$ cat config.mk
export PLATFORM = sky130hd
export DESIGN_NAME = tsp_port
export DESIGN_NICKNAME = d
export VERILOG_FILES = /design/src/shared/tsp_pkg.sv /design/src/hdl/tsp_sync.sv /design/src/hdl/tsp_conv_timer.sv /design/src/hdl/tsp_port.sv
export SDC_FILE = /design/constraint.sdc
export NUM_CORES = 1
export LEC_CHECK = 0
export ABC_AREA = 0
export BUFFER_PORTS_ARGS = -buffer_cell sky130_fd_sc_hd__buf_2
export CAP_MARGIN = 40
export CORE_MARGIN = 10
export CORE_UTILIZATION = 60
export CTS_BUF_LIST = sky130_fd_sc_hd__clkbuf_16
export DETAILED_ROUTE_END_ITERATION = 16
export PLACE_DENSITY = 0.9
export SLEW_MARGIN = 20
export SYNTH_ARGS = -nofsm -noshare
export SYNTH_HDL_FRONTEND = slang
export SYNTH_HIERARCHICAL = 1
export SYNTH_SLANG_ARGS = --single-unit
$ cat constraint.sdc
create_clock -name I_MCLK -period 2.9 [get_ports I_MCLK]
set_input_delay 0.58 -clock I_MCLK [delete_from_list [all_inputs] [get_ports I_MCLK]]
set_output_delay 0.58 -clock I_MCLK [all_outputs]
set_load 0.1 [all_outputs]
$ cat src/shared/tsp_pkg.sv
// constants for the temperature sensor serial port
// assumes a 100 MHz system clock sampling the host serial pins
package tsp_pkg;

  // frame structure, counted in serial clocks
  localparam int          FRAME_CLKS     = 32;
  localparam int          TX_CLKS        = 16;
  localparam int          TX_DRIVEN_BITS = 14;
  localparam int          CMD_BITS       = 8;
  localparam int          WORD_BITS      = 16;
  localparam int          TEMP_BITS      = 11;
  localparam int          ID_BITS        = 11;
  localparam int          CNT_W          = 6;
  localparam int          RXC_W          = 4;

  // frame counter marks, sized for the counter
  localparam logic [5:0]  CNT_ZERO       = 6'h00;
  localparam logic [5:0]  CNT_TX_LAST    = 6'h0F;
  localparam logic [5:0]  CNT_FRAME_LAST = 6'h1F;
  localparam logic [5:0]  CNT_DRIVEN     = 6'h0E;
  localparam logic [3:0]  RXC_FULL       = 4'h8;

  // command decode and word fill fields
  localparam logic [7:0]  CMD_SHUTDOWN   = 8'hFF;
  localparam logic [2:0]  TEMP_FILL      = 3'h7;
  localparam logic [2:0]  ID_FILL        = 3'h0;
  localparam logic [1:0]  UNDRIVEN_BITS  = 2'h0;

  // reset values
  localparam logic        RST_SHUTDOWN   = 1'b0;
  localparam logic [10:0] RST_RESULT     = 11'h000;

  // conversion time
  localparam int          CONV_TIME_MS   = 250;
  localparam int          CLK_HZ         = 100_000_000;
  localparam int          CONV_CYCLES    = CONV_TIME_MS * (CLK_HZ / 1000);
  localparam int          TMR_W          = 25;

endpackage : tsp_pkg

$ cat src/hdl/tsp_sync.sv
// two-flop synchroniser, one chain per bit
// assumes inputs are asynchronous to i_clk
module tsp_sync #(
  parameter int W = 1
) (
  // clock and reset
  input  wire logic         i_clk,
  input  wire logic         i_rst_n,
  // async in, synced out
  input  wire logic [W-1:0] i_async,
  output logic      [W-1:0] o_sync
);

  logic [W-1:0] meta;

  // first flop feeds only the second
  for (genvar g = 0; g < W; g++) begin : g_bit
    always_ff @(posedge i_clk) begin
      if (!i_rst_n) begin
        meta[g]   <= 1'b0;
        o_sync[g] <= 1'b0;
      end else begin
        meta[g]   <= i_async[g];
        o_sync[g] <= meta[g];
      end
    end
  end

endmodule : tsp_sync

$ cat src/hdl/tsp_conv_timer.sv
// conversion timer standing in for the modulator cycle
// assumes i_run low clears it; done pulses once per elapsed period
module tsp_conv_timer #(
  parameter int unsigned CYCLES = 25_000_000
) (
  // clock and reset
  input  wire logic i_clk,
  input  wire logic i_rst_n,
  // control and status
  input  wire logic i_run,
  output logic      o_done
);

  logic [tsp_pkg::TMR_W-1:0] cnt;
  logic [tsp_pkg::TMR_W-1:0] next_cnt;
  logic                      next_done;

  // count up while running, restart at end of period
  always_comb begin
    next_cnt  = cnt;
    next_done = 1'b0;
    if (!i_run) begin
      next_cnt = '0;
    end else if (cnt == tsp_pkg::TMR_W'(CYCLES - 1)) begin
      next_cnt  = '0;
      next_done = 1'b1;
    end else begin
      next_cnt = cnt + 1'b1;
    end
  end

  always_ff @(posedge i_clk) begin
    if (!i_rst_n) begin
      cnt    <= '0;
      o_done <= 1'b0;
    end else begin
      cnt    <= next_cnt;
      o_done <= next_done;
    end
  end

endmodule : tsp_conv_timer

$ cat src/hdl/tsp_port.sv
// serial slave port of a digital temperature sensor
// assumes host drives chip select and serial clock; data pin is shared
//
// Summary of operation
// reset enters continuous conversion with all state at defaults.
// word before first finished conversion is invalid; flagged by data valid.
// outputs change on falling serial clock, inputs sampled on rising.
// frame is 32 clocks: 16 transmit then 16 receive.
// chip select high keeps data pin undriven.
// host lowers chip select only outside a rising clock edge.
// chip select falling drives the first bit at once.
// after 14 bits the pin is released for rest of transmit.
// chip select may rise mid-transmit; shifting aborts, pin floats.
// conversion running during frame finishes; word refreshed after chip select rises.
// reads any time return last result; word refreshed after read.
// from clock 17 rising edges shift into an 8-bit receive register.
// only the last eight bits before chip select rises are decoded.
// all ones selects shutdown, any zero selects conversion.
// host sends only the listed command bytes.
// host may chain read, shutdown, id read, resume in one burst.
// host waits 250 ms after resuming before trusting temperature.
// bits 15..5 carry 11-bit two's complement temperature, 0.25 C step.
// temperature bits 4..2 are ones, bits 1..0 undriven.
// words leave most significant byte and bit first.
// shutdown reads return the identity word, maker code on top.
// identity bits 4..2 are zero, bits 1..0 undriven.
// low byte ones means shutdown, zeros conversion; upper byte ignored.
// chip select high resets the frame; command applies on its rise.
module tsp_port #(
  parameter int unsigned  CONV_CYCLES = tsp_pkg::CONV_CYCLES,
  parameter logic [10:0]  ID_CODE     = 11'h2A5  // arbitrary identity value
) (
  // clock and reset
  input  wire logic        I_MCLK,
  input  wire logic        I_RST_N,
  // host serial pins
  input  wire logic        I_SERIAL_CLOCK_PIN,
  input  wire logic        I_CS_N,
  input  wire logic        I_SIO,
  output logic             O_SIO,
  output logic             O_SIO_OE,
  // sensor side
  input  wire logic [10:0] I_TEMP_CODE,
  output logic             O_SHUTDOWN,
  output logic             O_DATA_VALID
);

  typedef enum logic [1:0] {
    ST_IDLE,
    ST_TX,
    ST_RX
  } tsp_state_e;

  // synchronised pins
  logic [2:0]          pins_s;
  logic                sclk_s;
  logic                cs_n_s;
  logic                sio_s;
  logic                sclk_q;
  logic                cs_n_q;
  logic                next_sclk_q;
  logic                next_cs_n_q;
  logic                rise;
  logic                fall;
  logic                cs_fall;
  logic                cs_rise;
  logic                wrap;
  logic                conv_done;

  // frame state
  tsp_state_e          state;
  tsp_state_e          next_state;
  logic [5:0]          clk_cnt;
  logic [5:0]          next_clk_cnt;
  logic [3:0]          rx_cnt;
  logic [3:0]          next_rx_cnt;
  logic [7:0]          rx_sr;
  logic [7:0]          next_rx_sr;
  logic [15:0]         tx_sr;
  logic [15:0]         next_tx_sr;
  logic                sio_oe;
  logic                next_sio_oe;
  logic                reload;
  logic                next_reload;

  // mode and result state
  logic                shutdown;
  logic                next_shutdown;
  logic                valid;
  logic                next_valid;
  logic [10:0]         result;
  logic [10:0]         next_result;
  logic [15:0]         out_word;
  logic [15:0]         next_out_word;

  // helper words
  logic [15:0]         temp_word;
  logic [15:0]         id_word;
  logic [15:0]         load_word;
  logic [7:0]          rx_in;

  // pins cross into the system clock
  tsp_sync #(
    .W (3)
  ) u_sync (
    .i_clk   (I_MCLK),
    .i_rst_n (I_RST_N),
    .i_async ({I_SERIAL_CLOCK_PIN, I_CS_N, I_SIO}),
    .o_sync  (pins_s)
  );

  assign sclk_s = pins_s[2];
  assign cs_n_s = pins_s[1];
  assign sio_s  = pins_s[0];

  // conversion runs only outside shutdown
  tsp_conv_timer #(
    .CYCLES (CONV_CYCLES)
  ) u_timer (
    .i_clk   (I_MCLK),
    .i_rst_n (I_RST_N),
    .i_run   (!shutdown),
    .o_done  (conv_done)
  );

  // edge detection on synced pins
  assign rise    = sclk_s & ~sclk_q;
  assign fall    = ~sclk_s & sclk_q;
  assign cs_fall = cs_n_q & ~cs_n_s;
  assign cs_rise = ~cs_n_q & cs_n_s;
  assign wrap    = !cs_n_s && rise && state == ST_RX
                   && clk_cnt == tsp_pkg::CNT_FRAME_LAST;

  // edge flops follow the synced pins
  always_comb begin
    next_sclk_q = sclk_s;
    next_cs_n_q = cs_n_s;
  end

  // reset matches the synchroniser, so no false select fall after reset
  always_ff @(posedge I_MCLK) begin
    if (!I_RST_N) begin
      sclk_q <= 1'b0;
      cs_n_q <= 1'b0;
    end else begin
      sclk_q <= next_sclk_q;
      cs_n_q <= next_cs_n_q;
    end
  end

  // word formats, msb first
  assign temp_word = {result, tsp_pkg::TEMP_FILL, tsp_pkg::UNDRIVEN_BITS};
  assign id_word   = {ID_CODE, tsp_pkg::ID_FILL, tsp_pkg::UNDRIVEN_BITS};
  assign load_word = shutdown ? id_word : out_word;
  assign rx_in     = {rx_sr[6:0], sio_s};

  // mode, result and output word
  always_comb begin
    next_result   = result;
    next_out_word = out_word;
    next_valid    = valid;
    next_shutdown = shutdown;
    // latch result at end of conversion
    if (conv_done) begin
      next_result = I_TEMP_CODE;
      next_valid  = 1'b1;
    end
    // word only refreshed while no frame is open
    if (cs_n_s) begin
      next_out_word = temp_word;
    end
    // command at chip select rise or burst wrap
    if (cs_n_s && cs_rise && state == ST_RX && rx_cnt == tsp_pkg::RXC_FULL) begin
      next_shutdown = (rx_sr == tsp_pkg::CMD_SHUTDOWN);
    end else if (wrap) begin
      next_shutdown = (rx_in == tsp_pkg::CMD_SHUTDOWN);
    end
    // leaving shutdown needs a fresh conversion
    if (shutdown && !next_shutdown) begin
      next_valid = 1'b0;
    end
  end

  always_ff @(posedge I_MCLK) begin
    if (!I_RST_N) begin
      shutdown <= tsp_pkg::RST_SHUTDOWN;
      valid    <= 1'b0;
      result   <= tsp_pkg::RST_RESULT;
      out_word <= '0;
    end else begin
      shutdown <= next_shutdown;
      valid    <= next_valid;
      result   <= next_result;
      out_word <= next_out_word;
    end
  end

  // frame sequencing and receive shifting
  always_comb begin
    next_state   = state;
    next_clk_cnt = clk_cnt;
    next_rx_cnt  = rx_cnt;
    next_rx_sr   = rx_sr;
    if (cs_n_s) begin
      // deselected: frame reset
      next_state   = ST_IDLE;
      next_clk_cnt = tsp_pkg::CNT_ZERO;
      next_rx_cnt  = '0;
    end else if (cs_fall) begin
      // frame opens with the transmit phase
      next_state   = ST_TX;
      next_clk_cnt = tsp_pkg::CNT_ZERO;
    end else if (rise) begin
      // count serial clocks, receive after the sixteenth
      next_clk_cnt = clk_cnt + 6'h01;
      if (state == ST_TX && clk_cnt == tsp_pkg::CNT_TX_LAST) begin
        next_state = ST_RX;
      end
      // receive bits on rises of the second half
      if (state == ST_RX) begin
        next_rx_sr = rx_in;
        if (rx_cnt != tsp_pkg::RXC_FULL) begin
          next_rx_cnt = rx_cnt + 4'h1;
        end
      end
      if (wrap) begin
        // burst continues into another transmit phase
        next_state   = ST_TX;
        next_clk_cnt = tsp_pkg::CNT_ZERO;
        next_rx_cnt  = '0;
      end
    end
  end

  always_ff @(posedge I_MCLK) begin
    if (!I_RST_N) begin
      state   <= ST_IDLE;
      clk_cnt <= tsp_pkg::CNT_ZERO;
      rx_cnt  <= '0;
      rx_sr   <= '0;
    end else begin
      state   <= next_state;
      clk_cnt <= next_clk_cnt;
      rx_cnt  <= next_rx_cnt;
      rx_sr   <= next_rx_sr;
    end
  end

  // transmit shifting and data pin drive
  always_comb begin
    next_tx_sr  = tx_sr;
    next_sio_oe = sio_oe;
    next_reload = reload;
    if (cs_n_s) begin
      // deselected: pin released
      next_sio_oe = 1'b0;
      next_reload = 1'b0;
    end else if (cs_fall) begin
      // first bit out as soon as selected
      next_tx_sr  = load_word;
      next_sio_oe = 1'b1;
    end else begin
      // burst wrap reloads the word on the next fall
      if (wrap) begin
        next_reload = 1'b1;
      end
      // shift on falls, release after the driven bits
      if (fall && state == ST_TX) begin
        if (reload) begin
          next_tx_sr  = load_word;
          next_sio_oe = 1'b1;
          next_reload = 1'b0;
        end else if (clk_cnt >= tsp_pkg::CNT_DRIVEN) begin
          next_sio_oe = 1'b0;
        end else if (clk_cnt != tsp_pkg::CNT_ZERO) begin
          next_tx_sr = {tx_sr[14:0], 1'b0};
        end
      end
      // receive phase keeps the pin released
      if (state == ST_RX) begin
        next_sio_oe = 1'b0;
      end
    end
  end

  always_ff @(posedge I_MCLK) begin
    if (!I_RST_N) begin
      tx_sr  <= '0;
      sio_oe <= 1'b0;
      reload <= 1'b0;
    end else begin
      tx_sr  <= next_tx_sr;
      sio_oe <= next_sio_oe;
      reload <= next_reload;
    end
  end

  // outputs straight from flops
  assign O_SIO        = tx_sr[15];
  assign O_SIO_OE     = sio_oe;
  assign O_SHUTDOWN   = shutdown;
  assign O_DATA_VALID = valid;

endmodule : tsp_port

After elaboration in Yosys (flattened, before gate mapping)
Cells that the tools add are included.
{"block": "classes", "n_addsub": 3, "order_cmp": 1, "eq_ne": 10, "mux": 25, "n_bitwise": 10, "n_reduce_logical": 32}
{"op": "$mux W16", "count": 6}
{"op": "$add A25 B1 Y25 const B", "count": 1}
{"op": "$eq A25 B25 Y1 const B", "count": 1}
{"op": "$eq A8 B8 Y1 const B", "count": 2}
{"op": "$mux W1", "count": 13}
{"op": "$mux W4", "count": 3}
{"op": "$reduce_and A4 Y1", "count": 3}
{"op": "$reduce_bool A2 Y1", "count": 5}
{"op": "$logic_and A1 B1 Y1", "count": 9}
{"op": "$reduce_bool A3 Y1", "count": 3}
{"op": "$add A6 B1 Y6 const B", "count": 1}
{"op": "$eq A6 B4 Y1 const B", "count": 1}
{"op": "$eq A6 B5 Y1 const B", "count": 1}
{"op": "$ge A6 B4 Y1 const B", "count": 1}
{"op": "$mux W6", "count": 1}
{"op": "$not A1 Y1", "count": 6}
{"op": "$reduce_and A2 Y1", "count": 3}
{"op": "$reduce_bool A6 Y1", "count": 1}
{"op": "$reduce_or A2 Y1", "count": 3}
{"op": "$reduce_or A3 Y1", "count": 2}
{"op": "$add A4 B1 Y4 const B", "count": 1}
{"op": "$and A1 B1 Y1", "count": 4}
{"op": "$eq A4 B4 Y1 const B", "count": 1}
{"op": "$mux W2", "count": 2}
{"op": "6 further kinds", "count": 7}
{"block": "totals", "register_bits": 99, "inputBits": 16, "output_inout_bits": 4}

Logic depth before layout (Yosys ltp)
{"block": "depth", "depth_word": 10, "ltp_mapped": 8}

Hierarchy
Netlist, hierarchy kept.
{"mod": "tsp_port", "instances": 1, "cells_per_inst": 310, "area_each_um2": 2961.6, "seq_area_each_um2": 1261.2}
{"mod": "tsp_conv_timer", "instances": 1, "cells_per_inst": 136, "area_each_um2": 1226.2, "seq_area_each_um2": 520.5}
{"mod": "tsp_sync", "instances": 1, "cells_per_inst": 12, "area_each_um2": 157.7, "seq_area_each_um2": 120.1}

Worst setup path after synthesis
OpenSTA, ideal clock, no wires.
{"block": "synth_path", "kind": "flip-flop to flip-flop", "start": "reg shutdown, in the netlist O_SHUTDOWN", "end": "reg u_timer/cnt[22] in the netlist's numbering", "setup_time_ps": 125, "t_arrival_ps": 1958, "t_required_ps": 2775, "slack_ps": 817, "path_stages_with_launch": 6, "synth_period_minus_slack_ps": 2083, "path_cell_list": "dfxtp_1 -> clkinv_1 -> nand2_1 -> o21bai_4 -> buf_6 -> a21oi_1"}
{"block": "synth_via", "elab_chain_len": 1}
{"element": "start: declaration", "line": "tsp_port.sv:87", "rtl": "logic shutdown;"}
{"element": "start signal: assignment", "line": "tsp_port.sv:186", "rtl": "shutdown <= tsp_pkg::RST_SHUTDOWN;"}
{"element": "start signal: assignment", "line": "tsp_port.sv:191", "rtl": "shutdown <= next_shutdown;"}
{"element": "$reduce_or A3 Y1 (no line)"}
{"element": "end signal: assignment", "line": "tsp_conv_timer.sv:37", "rtl": "cnt <= next_cnt;"}
{"element": "end: declaration", "line": "tsp_conv_timer.sv:14", "rtl": "logic [tsp_pkg::TMR_W-1:0] cnt;"}
No other way between the ends.
A chain may end at the register's enable or synchronous reset.

Worst setup path in the final report
{"block": "layout_path", "start": "reg u_timer/cnt[4] in the netlist's numbering", "end": "reg u_timer/cnt[24] in the netlist's numbering"}
{"block": "layout_via", "elab_chain_len": 2, "elab_cells_between_ends": 3}
{"element": "branches (longest 2 deep; another with $add A25 B1 Y25)"}
Parallel ways; which one is timed is not known.

==> flow_summary_export.csv <==
group,metric,value,unit
route,vias,3380,
clock_tree,clkSlewWorstSetupHoldPaths,70,ps
global_routing,grt_usage,17.2,%
placement,place.gp.congestion,0.884,
placement,portBuffers,19,
clock_tree,clockRootBuffer,"clkbuf_16",
final_layout,drive_gt1_share,11.6,%
final_layout,stdcell_count,569,
final_layout,fillers,515,
sta,min_period_over_period,74.4,%
global_routing,grt_pass1_wl,16100,µm
yosys,synth_fp_nets,480,
die,row_count,30,
yosys,seq_area_frac_synth,43.8,%
worst_setup_path,rr_worst_depth,4,
yosys,synthFlopType,"dfxtp_1",
worst_setup_path,crit_start,"u_timer/cnt[4]$_SDFF_PP0_",
global_routing,met1_usage,19.5,%
final_layout,antenna_cells,0,
die,ios,20,
sta,hold_violations,0,
global_routing,grt_overflow,0,
yosys,ys_types,59,
sta,setup_slack,742,ps
worst_setup_path,critPathCaptureType,"flop",
run_status,outcome,"finished, final reports clean",
yosys,synth_warnings,6,
worst_setup_path,required,3180,ps
route,routed_wl,9250,µm
die,die_h,105,µm
yosys,yosys_register_bits,95,
clock_tree,cts_sinks,95,
sta,maxSlewViolCount,0,
job,maxCapViolCount,0,
route,final_antenna_net_count,0,
die,coreArea,6910,µm²
pwr,p_leak,0.00185,µW
yosys,synth_edf_count,0,
route,drt_iter0_markers,234,
placement,dp_slack,757,ps
worst_setup_path,rr_startpoint,"u_timer/cnt[4]$_SDFF_PP0_",
worst_setup_path,crit_fanout,11,
global_routing,antenna_found_initial,0,
clock_tree,clock_latency,350,ps
route,via_per_inst,5.94,
global_routing,grt_pass1_vias,3489,
die,die_width,105,µm
sta,fin_skew,9.11,ps
yosys,syn_avg_cell_area,9.49,µm²
worst_setup_path,crit_end,"u_timer/cnt[24]$_SDFF_PP0_",
clock_tree,cts_tree,"yes",
final_layout,nets,490,
worst_setup_path,r2r-end,"u_timer/cnt[24]$_SDFF_PP0_",
final_layout,syn_to_final_growth,11.1,%
yosys,syn_inst,458,
worst_setup_path,r2r_setup_slack,740,ps
route,drt_pass1_iterations,4,
global_routing,grt_max_degree,34,
yosys,synthArstFlopShare,0,%
sta,slew_headroom,50.4,%
global_routing,grt-busiest-layer,"met2",
sta,tightest_slew,744,ps
clock_tree,htree_num_levels,3,
die,start_util,62.9,%
clock_tree,ctsLongestPathBuffers,2,
min_path,hold_class,"reg -> reg",
die,fp.dieArea,11000,µm²
sta,rsz0062_at_grt,"no",
pwr,p_total,2780,µW
pwr,ir_drop,0.000375,V
clock_tree,holdBufCountCts,0,
worst_setup_path,start_kind,"flop",
clock_tree,cts-buffers-inserted,9,
placement,dp_hpwl,5930,µm
worst_setup_path,critPathArrivalTime,2440,ps
yosys,syn_area,4350,µm²
sta,max_freq,0.463,GHz
global_routing,use_met3,3.87,%
route,drc,0,
worst_setup_path,crit_path_top_delay_cell,"or3_1",
placement,dpl.cell_count,553,
sta,tns,0,ps
sta,setup_viol_count_final,0,
global_routing,met2_usage,30.6,%
pwr,cellPowerDensity,576,nW/µm²
clock_tree,cts_resized,0,
worst_setup_path,critical_path_class,"reg -> reg",
clock_tree,postCtsSetupBuffers,0,
route,post_drt_wl_per_cell,16.3,µm
worst_setup_path,max_stage_delay,620,ps
worst_setup_path,crit_chain,"nand4_1, or3_1, or4_4, a21oi_2",
sta,fin_crit,2160,ps
cells in the final DEF, fill, tap and decap left out, drive strengths merged, types with 3 or more instances in the layout:
cell,instances
and4bb,3
a21oi,13
or4,8
nor2,22
o21ai,14
ha,6
or3,11
nand2,35
o31ai,7
nand2b,4
nor4,7
xnor2,11
nand3,14
nor3,9
inv,14
mux2i,44
bufinv,3
o311ai,6
and2,9
nor2b,34
a31oi,3
o211a,7
nand4,12
buf,25
clkbuf,9
dfxtp,95
and3,11
xor2,8
sequential cells by signal, indices dropped and copies added (netlist names):
| signal | count |
|---|---|
| rx_sr | 8 |
| O_SHUTDOWN | 1 |
| cs_n_q | 1 |
| u_sync/o_sync | 3 |
| O_SIO_OE | 1 |
| state | 2 |
| clk_cnt | 6 |
| out_word | 12 |
| u_timer/o_done | 1 |
| sclk_q | 1 |
| tx_sr | 14 |
| O_DATA_VALID | 1 |
| result | 11 |
| reload | 1 |
| u_timer/cnt | 25 |
| rx_cnt | 4 |
| u_sync/meta | 3 |
cells in the mapped netlist (8+ instances only):
cell / instances / share of area [%]
mux2i_1: 44 / 10
a21oi_1: 12 / 1.4
clkbuf_1: 10 / 0.86
xnor2_1: 11 / 2.2
nor2_1: 22 / 1.9
o21ai_0: 14 / 1.6
nor3_1: 9 / 1.0
dfxtp_1: 95 / 44
nor2b_1: 34 / 4.9
or3_1: 10 / 1.4
and2_1: 9 / 1.3
xor2_1: 8 / 1.6
nand3_1: 13 / 1.5
nand2_1: 35 / 3.0
and3_1: 11 / 1.6
inv_1: 12 / 1.0
nand4_1: 12 / 1.7
logic make-up (layout without fill, tap and decap cells):
kind of cell | after synthesis | after routing | share of synthesized area (%)
AOI/OAI and AO/OA | 63 | 63 | 10.5
xor gates and xnor gates | 19 | 19 | 3.83
adders and majority gates | 6 | 6 | 1.73
buffers and inverters | 39 | 54 | 4.23
DFF | 95 | 95 | 43.8
muxes | 44 | 44 | 10.1
and+or+nand+nor | 192 | 192 | 25.8
layout make-up:
class / instances / area, µm² / area share, %
Clock inverter: 7 / 126 / 2.62
Inverter: 13 / 48.8 / 1.01
Sequential cell: 95 / 1900 / 39.4
Tap cell: 96 / 120 / 2.49
Timing Repair Buffer: 25 / 140 / 2.90
Multi-Input combinational cell: 324 / 2270 / 46.9
Clock buffer: 9 / 225 / 4.66
stage by stage:
stage	util, %	instance area (µm²)	hold WS, ps
final	69.9	4830	422
after global routing	69.9	4830	438
after CTS	69.9	4830	426
after global placement	64.8	4480	409
after floorplan	-	4350	406
after detailed placement	64.8	4480	417
per-layer routing:
metal  share of wire (%)  wire length, µm
met5                   0                0
met4                 1.8              162
met3                 3.7              344
met2                  51             4760
met1                  43             3990
worst min-delay path by stage:
stage / start / cells after the start / end / slack, ps
floorplan: u_sync/meta[0]$_SDFF_PN0_ / 1 / u_sync/o_sync[0]$_SDFF_PN0_ / 410
global route: u_sync/meta[0]$_SDFF_PN0_ / 1 / u_sync/o_sync[0]$_SDFF_PN0_ / 440
finish: u_sync/meta[0]$_SDFF_PN0_ / 1 / u_sync/o_sync[0]$_SDFF_PN0_ / 420
global placement: u_sync/meta[0]$_SDFF_PN0_ / 1 / u_sync/o_sync[0]$_SDFF_PN0_ / 410
detailed placement: u_sync/meta[0]$_SDFF_PN0_ / 1 / u_sync/o_sync[0]$_SDFF_PN0_ / 420
CTS: u_sync/meta[0]$_SDFF_PN0_ / 1 / u_sync/o_sync[0]$_SDFF_PN0_ / 430
where the power goes:
part           leakage, µW  internal, µW  switching (µW)
Combinational     0.000916          35.7            50.1
Sequential        0.000767          1310            9.95
Clock             0.000168           853             518
critical path, delay by kind of cell, from the launching register on:
family,cells,cell delay (ps)
flops,1,410
compound gates,1,130
simple gates,3,1550
Note: power is estimated with default switching activity, not from simulation.
